**config.mk**
```make
export PLATFORM = sky130hd
export DESIGN_NAME = bpe_unit
export DESIGN_NICKNAME = d
export VERILOG_FILES = /design/src/bpe_pkg.sv /design/src/bpe_lane_if.sv /design/src/bpe_lane.sv /design/src/bpe_unit.sv
export VERILOG_INCLUDE_DIRS = /design/src
export SDC_FILE = /design/constraint.sdc
export NUM_CORES = 1
export LEC_CHECK = 0
export ABC_CLOCK_PERIOD_IN_PS = 3200
export BUFFER_PORTS_ARGS = -buffer_cell sky130_fd_sc_hd__buf_2
export CAP_MARGIN = 20
export CORE_AREA = 2 2 142 144
export CTS_BUF_LIST = sky130_fd_sc_hd__clkbuf_4 sky130_fd_sc_hd__clkbuf_8
export DETAILED_ROUTE_END_ITERATION = 12
export DIE_AREA = 0 0 144 146
export HOLD_SLACK_MARGIN = 0.15
export MAX_ROUTING_LAYER = met4
export SYNTH_ARGS = -nofsm -noshare
export SYNTH_HDL_FRONTEND = slang
export SYNTH_SLANG_ARGS = --single-unit
export TNS_END_PERCENT = 5
```
**constraint.sdc**
```tcl
create_clock -name hclk -period 3.2 [get_ports hclk]
set_input_delay 0.16 -clock hclk [delete_from_list [all_inputs] [get_ports hclk]]
set_output_delay 0.16 -clock hclk [all_outputs]
set_load 0.05 [all_outputs]
```
**src/bpe_map.svh**
```systemverilog
// Purpose: Offsets, field positions, reset values and timing counts of the
//          bridge parity error unit.
// Assumes: Registers sit in one aligned 32-bit word each on AHB-Lite.
// Notes:   Definitions only.
`ifndef BPE_MAP_SVH
`define BPE_MAP_SVH

// Register byte offsets within the slave window.
`define BPE_OFS_CTRL       8'h00
`define BPE_OFS_PSTAT      8'h04
`define BPE_OFS_SSTAT      8'h08

// Control register fields.
`define BPE_CTRL_PRI_PER   0
`define BPE_CTRL_SERR_EN   1
`define BPE_CTRL_SEC_PER   2

// Primary status fields, write one to clear.
`define BPE_PSTAT_DET      0
`define BPE_PSTAT_SIG_SERR 1
`define BPE_PSTAT_DPD      2

// Secondary status fields, write one to clear.
`define BPE_SSTAT_DET      0
`define BPE_SSTAT_DPD      1

// Reset values.
`define BPE_CTRL_RESET     3'h0
`define BPE_PSTAT_RESET    3'h0
`define BPE_SSTAT_RESET    2'h0

// Error line delay after the data phase, in bus clock cycles.
`define BPE_PERR_DELAY_CYC 2
// Encoding of a word-sized AHB transfer.
`define BPE_HSIZE_WORD     3'h2

`endif

```
**src/bpe_pkg.sv**
```systemverilog
// Purpose: Types and shared parity function of the bridge parity error unit.
// Assumes: Even parity over 32 address/data and 4 command/enable lines.
// Notes:   Field order of the status structs matches the register layout.
package bpe_pkg;

  typedef enum logic [1:0] {
    BPE_KIND_OTHER,
    BPE_KIND_READ_IN,
    BPE_KIND_CFG_WR
  } bpe_kind_t;

  typedef struct packed {
    logic sec_per;
    logic serr_en;
    logic pri_per;
  } bpe_ctrl_t;

  typedef struct packed {
    logic dpd;
    logic sig_serr;
    logic det;
  } bpe_pstat_t;

  typedef struct packed {
    logic dpd;
    logic det;
  } bpe_sstat_t;

  typedef struct packed {
    logic [31:0] ad;
    logic [3:0]  cbe;
    logic        addr_ph;
    logic        data_ph;
    bpe_kind_t   kind;
  } bpe_lane_state_t;

  typedef struct packed {
    bpe_ctrl_t   ctrl;
    bpe_pstat_t  pstat;
    bpe_sstat_t  sstat;
    logic        wr_pend;
    logic [7:0]  wr_ofs;
    logic [31:0] hrdata;
    logic        primary_parity_error_n;
    logic        secondary_parity_error_n;
    logic        serr;
    logic        p_par;
    logic [1:0]  s_par;
  } bpe_state_t;

  function automatic logic bpe_even_par(input logic [31:0] ad,
                                        input logic [3:0]  cbe);
    return ^{ad, cbe};
  endfunction

endpackage

```
**src/bpe_lane_if.sv**
```systemverilog
// Purpose: Carries one bus's samples to a parity lane and its verdicts back.
// Assumes: All signals on the bridge clock.
// Notes:   One instance per bus.
`timescale 1ns/1ps
interface bpe_lane_if;
  import bpe_pkg::*;
  logic [31:0] ad;
  logic [3:0]  cbe;
  logic        par;
  logic        addr_ph;
  logic        data_ph;
  bpe_kind_t   kind;
  logic        addr_err;
  logic        data_err;
  bpe_kind_t   kind_q;

  modport lane (input ad, cbe, par, addr_ph, data_ph, kind,
                output addr_err, data_err, kind_q);
  modport user (output ad, cbe, par, addr_ph, data_ph, kind,
                input addr_err, data_err, kind_q);
endinterface

```
**src/bpe_lane.sv**
```systemverilog
// Purpose: Parity checker for one bus: holds the phase and tests the
//          parity bit that follows it one clock later.
// Assumes: Parity bit of a phase arrives in the next clock.
// Notes:   Verdicts are valid in the clock after the phase only.
`timescale 1ns/1ps
module bpe_lane
  import bpe_pkg::*;
(
  // Clock and reset
  input wire logic  hclk,
  input wire logic  hresetn,
  // Bus sample
  bpe_lane_if.lane  lif
);

  bpe_lane_state_t st_reg;
  bpe_lane_state_t st_next;
  logic            mismatch;

  always_comb begin
    st_next         = st_reg;
    st_next.ad      = lif.ad;
    st_next.cbe     = lif.cbe;
    st_next.addr_ph = lif.addr_ph;
    st_next.data_ph = lif.data_ph;
    st_next.kind    = lif.kind;
  end

  always_ff @(posedge hclk or negedge hresetn) begin
    if (!hresetn) begin
      st_reg <= '0;
    end else begin
      st_reg <= st_next;
    end
  end

  // Even parity over the held phase, compared to the following parity bit.
  assign mismatch     = lif.par != bpe_even_par(st_reg.ad, st_reg.cbe);
  assign lif.addr_err = st_reg.addr_ph & mismatch;
  assign lif.data_err = st_reg.data_ph & mismatch;
  assign lif.kind_q   = st_reg.kind;
endmodule

```
**src/bpe_unit.sv**
```systemverilog
// Purpose: Parity checking, forwarding and error reporting of a three-port
//          bridge, with its control and status reached over AHB-Lite.
// Assumes: Bus samples come from the bridge's bus logic on the same clock.
// Notes:   Error lines are open-drain style: driven low while enabled.
`timescale 1ns/1ps
`include "bpe_map.svh"

////////////////////////////////////////////////////////////////////////////////
// Overview of operation
// - Check parity on all buses and forward parity with the data.
// - Address parity is checked on every transaction and every command.
// - Primary address parity error with response enabled suppresses claim.
// - Primary address parity error sets primary detected parity flag.
// - Primary address error raises system error if enable and response set.
// - Secondary address error suppresses secondary claims only with response enabled; sets detected flag.
// - Secondary address error raises system error if both enables set.
// - Forwarded data keeps its parity condition unchanged.
// - Config write parity error still completes; error line only if enabled.
// - Config write parity error always sets primary detected flag.
// - Bad secondary read data raises secondary error line two cycles later.
// - Downstream read error sets secondary detected and data parity flags.
// - Bad read data goes to the initiator with its bad parity.
// - Discarded prefetched bad data is never reported.
// - Bad primary read data raises primary error line two cycles later.
// - Upstream read error sets primary detected and data parity flags.
// - Read data and parity are returned as received, not regenerated.
// - An initiator's parity error on returned data causes no action.
module bpe_unit
  import bpe_pkg::*;
(
  // AHB-Lite slave
  input  wire logic                  hclk,
  input  wire logic                  hresetn,
  input  wire logic                  hsel,
  input  wire logic [31:0]           haddr,
  input  wire logic [1:0]            htrans,
  input  wire logic                  hwrite,
  input  wire logic [2:0]            hsize,
  input  wire logic [31:0]           hwdata,
  input  wire logic                  hready,
  output logic                       hreadyout,
  output logic                       hresp,
  output logic [31:0]                hrdata,
  // Primary bus samples
  input  wire logic [31:0]           p_ad,
  input  wire logic [3:0]            p_cbe,
  input  wire logic                  p_par,
  input  wire logic                  p_addr_phase,
  input  wire logic                  p_data_phase,
  input  wire bpe_kind_t             p_kind,
  input  wire logic                  p_decode_hit,
  input  wire logic                  p_cfg_trdy,
  // Secondary bus samples, index 0 is bus one
  input  wire logic [1:0][31:0]      s_ad,
  input  wire logic [1:0][3:0]       s_cbe,
  input  wire logic [1:0]            s_par,
  input  wire logic [1:0]            s_addr_phase,
  input  wire logic [1:0]            s_data_phase,
  input  wire bpe_kind_t             s_kind [2],
  input  wire logic [1:0]            s_decode_hit,
  // Outgoing primary data
  input  wire logic [31:0]           p_out_ad,
  input  wire logic [3:0]            p_out_cbe,
  input  wire logic                  p_out_fwd,
  input  wire logic                  p_out_fwd_par,
  output logic                       p_par_out,
  // Outgoing secondary data
  input  wire logic [1:0][31:0]      s_out_ad,
  input  wire logic [1:0][3:0]       s_out_cbe,
  input  wire logic [1:0]            s_out_fwd,
  input  wire logic [1:0]            s_out_fwd_par,
  output logic [1:0]                 s_par_out,
  // Claim and target ready lines
  output logic                       primary_claim_n,
  output logic                       secondary_one_claim_n,
  output logic                       secondary_two_claim_n,
  output logic                       primary_target_ready_n,
  // Error lines
  output logic                       primary_parity_error_n_o,
  output logic                       primary_parity_error_n_oe,
  output logic                       secondary_parity_error_n_o,
  output logic                       secondary_parity_error_n_oe,
  output logic                       primary_system_error_n_o,
  output logic                       primary_system_error_n_oe
);

  //////////////////////////////////////////////////////////////////////////////
  // Parity lanes.

  bpe_lane_if p_lif ();
  bpe_lane_if s_lif [2] ();

  logic [1:0] s_aerr;
  logic [1:0] s_derr;
  logic [1:0] s_rd_err;

  assign p_lif.ad      = p_ad;
  assign p_lif.cbe     = p_cbe;
  assign p_lif.par     = p_par;
  assign p_lif.addr_ph = p_addr_phase;
  assign p_lif.data_ph = p_data_phase;
  assign p_lif.kind    = p_kind;

  bpe_lane u_p_lane (
    .hclk    (hclk),
    .hresetn (hresetn),
    .lif     (p_lif.lane)
  );

  for (genvar g = 0; g < 2; g++) begin : g_sec
    assign s_lif[g].ad      = s_ad[g];
    assign s_lif[g].cbe     = s_cbe[g];
    assign s_lif[g].par     = s_par[g];
    assign s_lif[g].addr_ph = s_addr_phase[g];
    assign s_lif[g].data_ph = s_data_phase[g];
    assign s_lif[g].kind    = s_kind[g];
    assign s_aerr[g]        = s_lif[g].addr_err;
    assign s_derr[g]        = s_lif[g].data_err;
    assign s_rd_err[g]      = s_lif[g].data_err &
                              (s_lif[g].kind_q == BPE_KIND_READ_IN);

    bpe_lane u_s_lane (
      .hclk    (hclk),
      .hresetn (hresetn),
      .lif     (s_lif[g].lane)
    );
  end

  //////////////////////////////////////////////////////////////////////////////
  // Register access helpers.

  function automatic logic [31:0] rd_word(input logic [7:0] ofs,
                                          input bpe_state_t s);
    logic [31:0] w;
    w = 32'h0000_0000;
    case (ofs)
      `BPE_OFS_CTRL: begin
        w[`BPE_CTRL_PRI_PER] = s.ctrl.pri_per;
        w[`BPE_CTRL_SERR_EN] = s.ctrl.serr_en;
        w[`BPE_CTRL_SEC_PER] = s.ctrl.sec_per;
      end
      `BPE_OFS_PSTAT: begin
        w[`BPE_PSTAT_DET]      = s.pstat.det;
        w[`BPE_PSTAT_SIG_SERR] = s.pstat.sig_serr;
        w[`BPE_PSTAT_DPD]      = s.pstat.dpd;
      end
      `BPE_OFS_SSTAT: begin
        w[`BPE_SSTAT_DET] = s.sstat.det;
        w[`BPE_SSTAT_DPD] = s.sstat.dpd;
      end
      default: begin
        w = 32'h0000_0000;
      end
    endcase
    return w;
  endfunction

  //////////////////////////////////////////////////////////////////////////////
  // Event decode and state update.

  bpe_state_t st_reg;
  bpe_state_t st_next;

  logic       p_aerr;
  logic       p_rd_err;
  logic       p_cfg_err;
  logic       sec_aerr;
  logic       sec_rd_err;
  logic       addr_accept;
  logic       serr_fire;
  bpe_pstat_t pset;
  bpe_sstat_t sset;
  bpe_pstat_t pclr;
  bpe_sstat_t sclr;

  assign p_aerr     = p_lif.addr_err;
  assign p_rd_err   = p_lif.data_err & (p_lif.kind_q == BPE_KIND_READ_IN);
  assign p_cfg_err  = p_lif.data_err & (p_lif.kind_q == BPE_KIND_CFG_WR);
  assign sec_aerr   = |s_aerr;
  assign sec_rd_err = |s_rd_err;
  assign addr_accept = hsel & htrans[1] & hready;

  // System error on address parity from either side, gated per side.
  assign serr_fire = st_reg.ctrl.serr_en &
                     ((p_aerr & st_reg.ctrl.pri_per) |
                      (sec_aerr & st_reg.ctrl.sec_per));

  always_comb begin
    st_next = st_reg;
    pset    = '0;
    sset    = '0;
    pclr    = '0;
    sclr    = '0;

    // Flags set only by the bridge's own checks; a parity error line
    // raised by an initiator on returned data is not watched at all.
    pset.det      = p_aerr | p_cfg_err | p_rd_err;
    pset.sig_serr = serr_fire;
    pset.dpd      = p_rd_err & st_reg.ctrl.pri_per;
    sset.det      = sec_aerr | sec_rd_err;
    sset.dpd      = sec_rd_err & st_reg.ctrl.sec_per;

    // Data phase write of the transfer taken last cycle.
    st_next.wr_pend = 1'b0;
    if (st_reg.wr_pend) begin
      case (st_reg.wr_ofs)
        `BPE_OFS_CTRL: begin
          st_next.ctrl.pri_per = hwdata[`BPE_CTRL_PRI_PER];
          st_next.ctrl.serr_en = hwdata[`BPE_CTRL_SERR_EN];
          st_next.ctrl.sec_per = hwdata[`BPE_CTRL_SEC_PER];
        end
        `BPE_OFS_PSTAT: begin
          pclr.det      = hwdata[`BPE_PSTAT_DET];
          pclr.sig_serr = hwdata[`BPE_PSTAT_SIG_SERR];
          pclr.dpd      = hwdata[`BPE_PSTAT_DPD];
        end
        `BPE_OFS_SSTAT: begin
          sclr.det = hwdata[`BPE_SSTAT_DET];
          sclr.dpd = hwdata[`BPE_SSTAT_DPD];
        end
        default: begin
          st_next.ctrl = st_reg.ctrl;
        end
      endcase
    end

    // An event in the clearing cycle survives the clear.
    st_next.pstat = (st_reg.pstat & ~pclr) | pset;
    st_next.sstat = (st_reg.sstat & ~sclr) | sset;

    // Address phase: writes wait for data, reads are answered at once.
    if (addr_accept) begin
      st_next.wr_pend = hwrite & (hsize == `BPE_HSIZE_WORD);
      st_next.wr_ofs  = haddr[7:0];
      if (!hwrite) begin
        st_next.hrdata = rd_word(haddr[7:0], st_next);
      end
    end

    // Parity error lines land two cycles after the data phase, the system error line two after the address phase.
    st_next.primary_parity_error_n = st_reg.ctrl.pri_per &
                     (p_rd_err | p_cfg_err);
    st_next.secondary_parity_error_n = st_reg.ctrl.sec_per & sec_rd_err;
    st_next.serr   = serr_fire;

    // Forwarded data keeps the parity it arrived with; own data is
    // given fresh even parity.
    st_next.p_par = p_out_fwd ? p_out_fwd_par
                              : bpe_even_par(p_out_ad, p_out_cbe);
    for (int i = 0; i < 2; i++) begin
      st_next.s_par[i] = s_out_fwd[i] ? s_out_fwd_par[i]
                                      : bpe_even_par(s_out_ad[i],
                                                     s_out_cbe[i]);
    end
  end

  always_ff @(posedge hclk or negedge hresetn) begin
    if (!hresetn) begin
      st_reg       <= '0;
      st_reg.ctrl  <= `BPE_CTRL_RESET;
      st_reg.pstat <= `BPE_PSTAT_RESET;
      st_reg.sstat <= `BPE_SSTAT_RESET;
    end else begin
      st_reg <= st_next;
    end
  end

  //////////////////////////////////////////////////////////////////////////////
  // Outputs.

  assign hreadyout = 1'b1;
  assign hresp     = 1'b0;
  assign hrdata    = st_reg.hrdata;

  // Claims are withheld on address parity error only when response is on.
  assign primary_claim_n =
    ~(p_decode_hit & ~(p_aerr & st_reg.ctrl.pri_per));
  assign secondary_one_claim_n =
    ~(s_decode_hit[0] & ~(s_aerr[0] & st_reg.ctrl.sec_per));
  assign secondary_two_claim_n =
    ~(s_decode_hit[1] & ~(s_aerr[1] & st_reg.ctrl.sec_per));

  // Configuration writes complete even with bad data parity.
  assign primary_target_ready_n = ~p_cfg_trdy;

  // Prefetched data that is never driven out never reaches these lines.
  assign primary_parity_error_n_o    = ~st_reg.primary_parity_error_n;
  assign primary_parity_error_n_oe   = st_reg.primary_parity_error_n;
  assign secondary_parity_error_n_o  = ~st_reg.secondary_parity_error_n;
  assign secondary_parity_error_n_oe = st_reg.secondary_parity_error_n;
  assign primary_system_error_n_o    = ~st_reg.serr;
  assign primary_system_error_n_oe   = st_reg.serr;
  assign p_par_out                   = st_reg.p_par;
  assign s_par_out                   = st_reg.s_par;
endmodule

```
==> results.txt <==
----------------------------------------------------
[Run status]
  Status ... finished clean

[Placed design]
  DP HPWL ... 10,800 µm
  Worst slack at placement ... 0.679 ns
  Number of instances in the placed design ... 1,008
  Count of port buffers added during placement ... 276
  Area after detailed placement ... 8030 µm²
  Placer's final routability congestion estimate ... 0.739

[Synthesis]
  Sequential area share after synthesis ... 56.6%
  Distinct cells, synth ... 42
  Compound-gate portion of the synthesized area ... 1.73%
  Instance count of the mapped netlist ... 473
  Xor and xnor fraction of the mapped netlist area ... 30.0%
  Post-synth EDFFs ... 0
  Share of flip-flops with an asynchronous set or reset ... 100%
  Synth warn ... 0
  Post-synthesis mux area share ... 2.58%
  Synth Register Bits ... 146
  Main combinational cell family by area after synthesis ... XOR/XNOR gates
  Synthesized area ... 6450 µm²
  Synth Area per Inst ... 13.6 µm²
  Most used flip-flop cell after synthesis ... sky130_fd_sc_hd__dfrtp_1
  Synth Area in Adders ... 0%
  Basic-gate share of the synthesized area counting and, or, nand and nor cells ... 4.50%

[Power and ir drop]
  Pwr Total ... 0.00503 W
  Pwr per Cell Area ... 507 nW/µm²
  Worst ir drop on vdd ... 268 µV
  Leakage ... 4.55 nW

[Timing]
  Slack of the critical path ... 0.311 ns
  Final total negative setup slack ... 0 ns
  Setup repair after global routing missed its margin ... false
  Max-Slew Margin vs Limit ... 55.7%
  Pins Over Slew Limit ... 0
  Final Hold Fails ... 0
  Timing-limited maximum frequency ... 346 MHz
  Shortest clock period the worst path allows after layout ... 2.89 ns
  Final setup fails ... 0
  Transition time at the pin with the least slew margin ... 0.664 ns
  Period utilization ... 90.3%
  Final worst clock skew ... 0.0139 ns

[Global routing]
  Overflow left after global routing ... 0
  GR Util met2 ... 27.3%
  Global-route wire length before repair ... 23,700 µm
  Antenna violations before repair ... 0
  Met3 track demand over resource ... 4.11%
  Global router's overall resource usage ... 15.1%
  Global routing usage on met1 ... 16.0%
  Number of global-route vias before repair ... 5,131
  Gr busiest metal ... met2
  Pin count of the biggest net entering global routing ... 77

[CTS]
  Maximum count of clock buffers along a single path ... 2
  Insertion delay of the later-clocked pin in the worst-skew pair ... 0.44 ns
  Number of clock buffers inserted by TritonCTS ... 17
  Cells resized by post-CTS repair ... 0
  Sink count of the clock tree ... 146
  Clock root buffer ... sky130_fd_sc_hd__clkbuf_8
  TritonCTS clock tree ... yes
  Post-CTS setup buffers ... 0
  Number of H-tree branching levels ... 4
  Clock transition at path regs ... 0.08 ns
  Post-CTS Hold Buffers ... 151

[Setup path]
  Largest fanout of any net on the critical path ... 3
  Reg2reg start ... g_sec[1].u_s_lane.st_reg[16]
  Worst EP required ... 3.04 ns
  Type of element launching the critical path ... register
  Worst Setup SP ... g_sec[0].u_s_lane.st_reg[18]
  Kind of end point of the critical path ... primary output
  Signal arrival time at the worst endpoint ... 2.73 ns
  Classification of the worst setup path ... register to primary output

[Layout]
  Total of fill cells in the finished design ... 1,694
  Cell Count, Final, Fillers Out ... 1,190
  Fraction of final layout cells with drive strength greater than 1 ... 35.7%
  Synth-to-Final Area Change ... 53.7%
  Final std cell area, no fill ... 9920 µm²
  Final layout net count ... 1,228
  Most common cell after layout, fill and taps aside ... sky130_fd_sc_hd__buf_2
  Most frequent cells in the layout ... 275 x sky130_fd_sc_hd__buf_2, 170 x sky130_fd_sc_hd__xnor2_1, 151 x sky130_fd_sc_hd__dlygate4sd3_1
  Antenna cells ... 0
  Max reg flops ... 76

[Run]
  Max-cap violations ... 0

[Floorplan]
  I/O pin total ... 362
  Cell row count ... 51
  Area enclosed by the die boundary ... 21,000 µm²
  Floorplan die width ... 144 µm
  Core box area ... 19,300 µm²
  Initial Utilization ... 33.4%
  Height of the die ... 146 µm

[Drt]
  DRC violations left ... 0
  First-pass detailed-route iteration total ... 4
  Vias per cell ... 4.02
  Post-DRT Antenna Nets ... 0
  Iteration-0 DRC count of the detailed router ... 146
  Average detailed-routed wire length per instance ... 12.8 µm
  Total number of vias ... 4,781
  Aggregate routed wire length ... 15,300 µm

[Min path]
  Path class of the lowest-slack min-delay path ... input port to asynchronous set/reset pin

----------------------------------------------------
synthesized netlist by cell type (all sizes together) (3+ instances only):
cell,instances,area [µm²]
mux2,13,146
o21ai,4,20.0
dfrtp,146,3650
nor3b,3,27.5
nand2b,3,26.3
nand2,18,67.6
inv,5,18.8
nand3,5,37.5
xor2,24,210
nor2,6,22.5
buf,36,270
xnor3,9,204
nand3b,3,22.5
xnor2,172,1520
layer usage:
layer	vias to the layer above	routed length [µm]
li1	2314	-
met1	2255	5830
met2	193	8190
met3	19	1050
met4	0	201
met5	-	0
report_power, final:
part | leakage [nW] | internal [W] | switching, W
logic | 2.65 | 0.000924 | 0.000721
clock network | 0.181 | 0.000663 | 0.000695
registers | 1.72 | 0.00197 | 0.0000539
critical path: stages (launching register included):
cell                      delay, ns
sky130_fd_sc_hd__dfrtp_1       0.37
sky130_fd_sc_hd__xor2_1        0.17
sky130_fd_sc_hd__xnor2_1       0.27
sky130_fd_sc_hd__xnor2_1       0.16
sky130_fd_sc_hd__xnor3_1       0.48
sky130_fd_sc_hd__xnor2_1       0.25
sky130_fd_sc_hd__nand3_1       0.20
sky130_fd_sc_hd__nand2_1       0.12
sky130_fd_sc_hd__buf_2         0.27
through the flow:
step                      util, %  hold slack [ns]
after CTS                    51.3            0.272
after detailed placement     41.5            0.209
after floorplan                 -           -0.136
after global routing         51.3            0.309
after global placement       41.5            0.208
final                        51.3            0.303
logic make-up (layout without fill, tap and decap cells):
group | count (synthesis) | in the layout
flops | 146 | 146
buf+inv | 41 | 464
xor+xnor | 205 | 205
compound gates | 15 | 15
mux | 15 | 15
other cells | 2 | 31
simple gates | 49 | 49
layout make-up:
| type | count | area, µm² | area share (%) |
|---|---|---|---|
| clock buffer | 20 | 269 | 2.71 |
| clock inverter | 11 | 105 | 1.06 |
| inverter | 5 | 18.8 | 0.189 |
| multi-input combinational | 315 | 2620 | 26.4 |
| sequential | 146 | 3650 | 36.8 |
| tap | 265 | 332 | 3.34 |
| timing repair buffer | 428 | 2920 | 29.4 |
path summary, 6_finish.rpt:
check | endpoint | slack (ns) | cells after the start
max | secondary_one_claim_n | 0.31 | 8
min | g_sec[1].u_s_lane.st_reg[35] | 0.30 | 2
max reg2reg | hrdata[0] | 0.78 | 8
min reg2reg | st_reg[48] | 0.48 | 2
max in group asynchronous | g_sec[0].u_s_lane.st_reg[12] | 2.08 | 3
min in group hclk | u_p_lane.st_reg[39] | 0.35 | 2
Note: power is estimated with default switching activity, not from simulation.
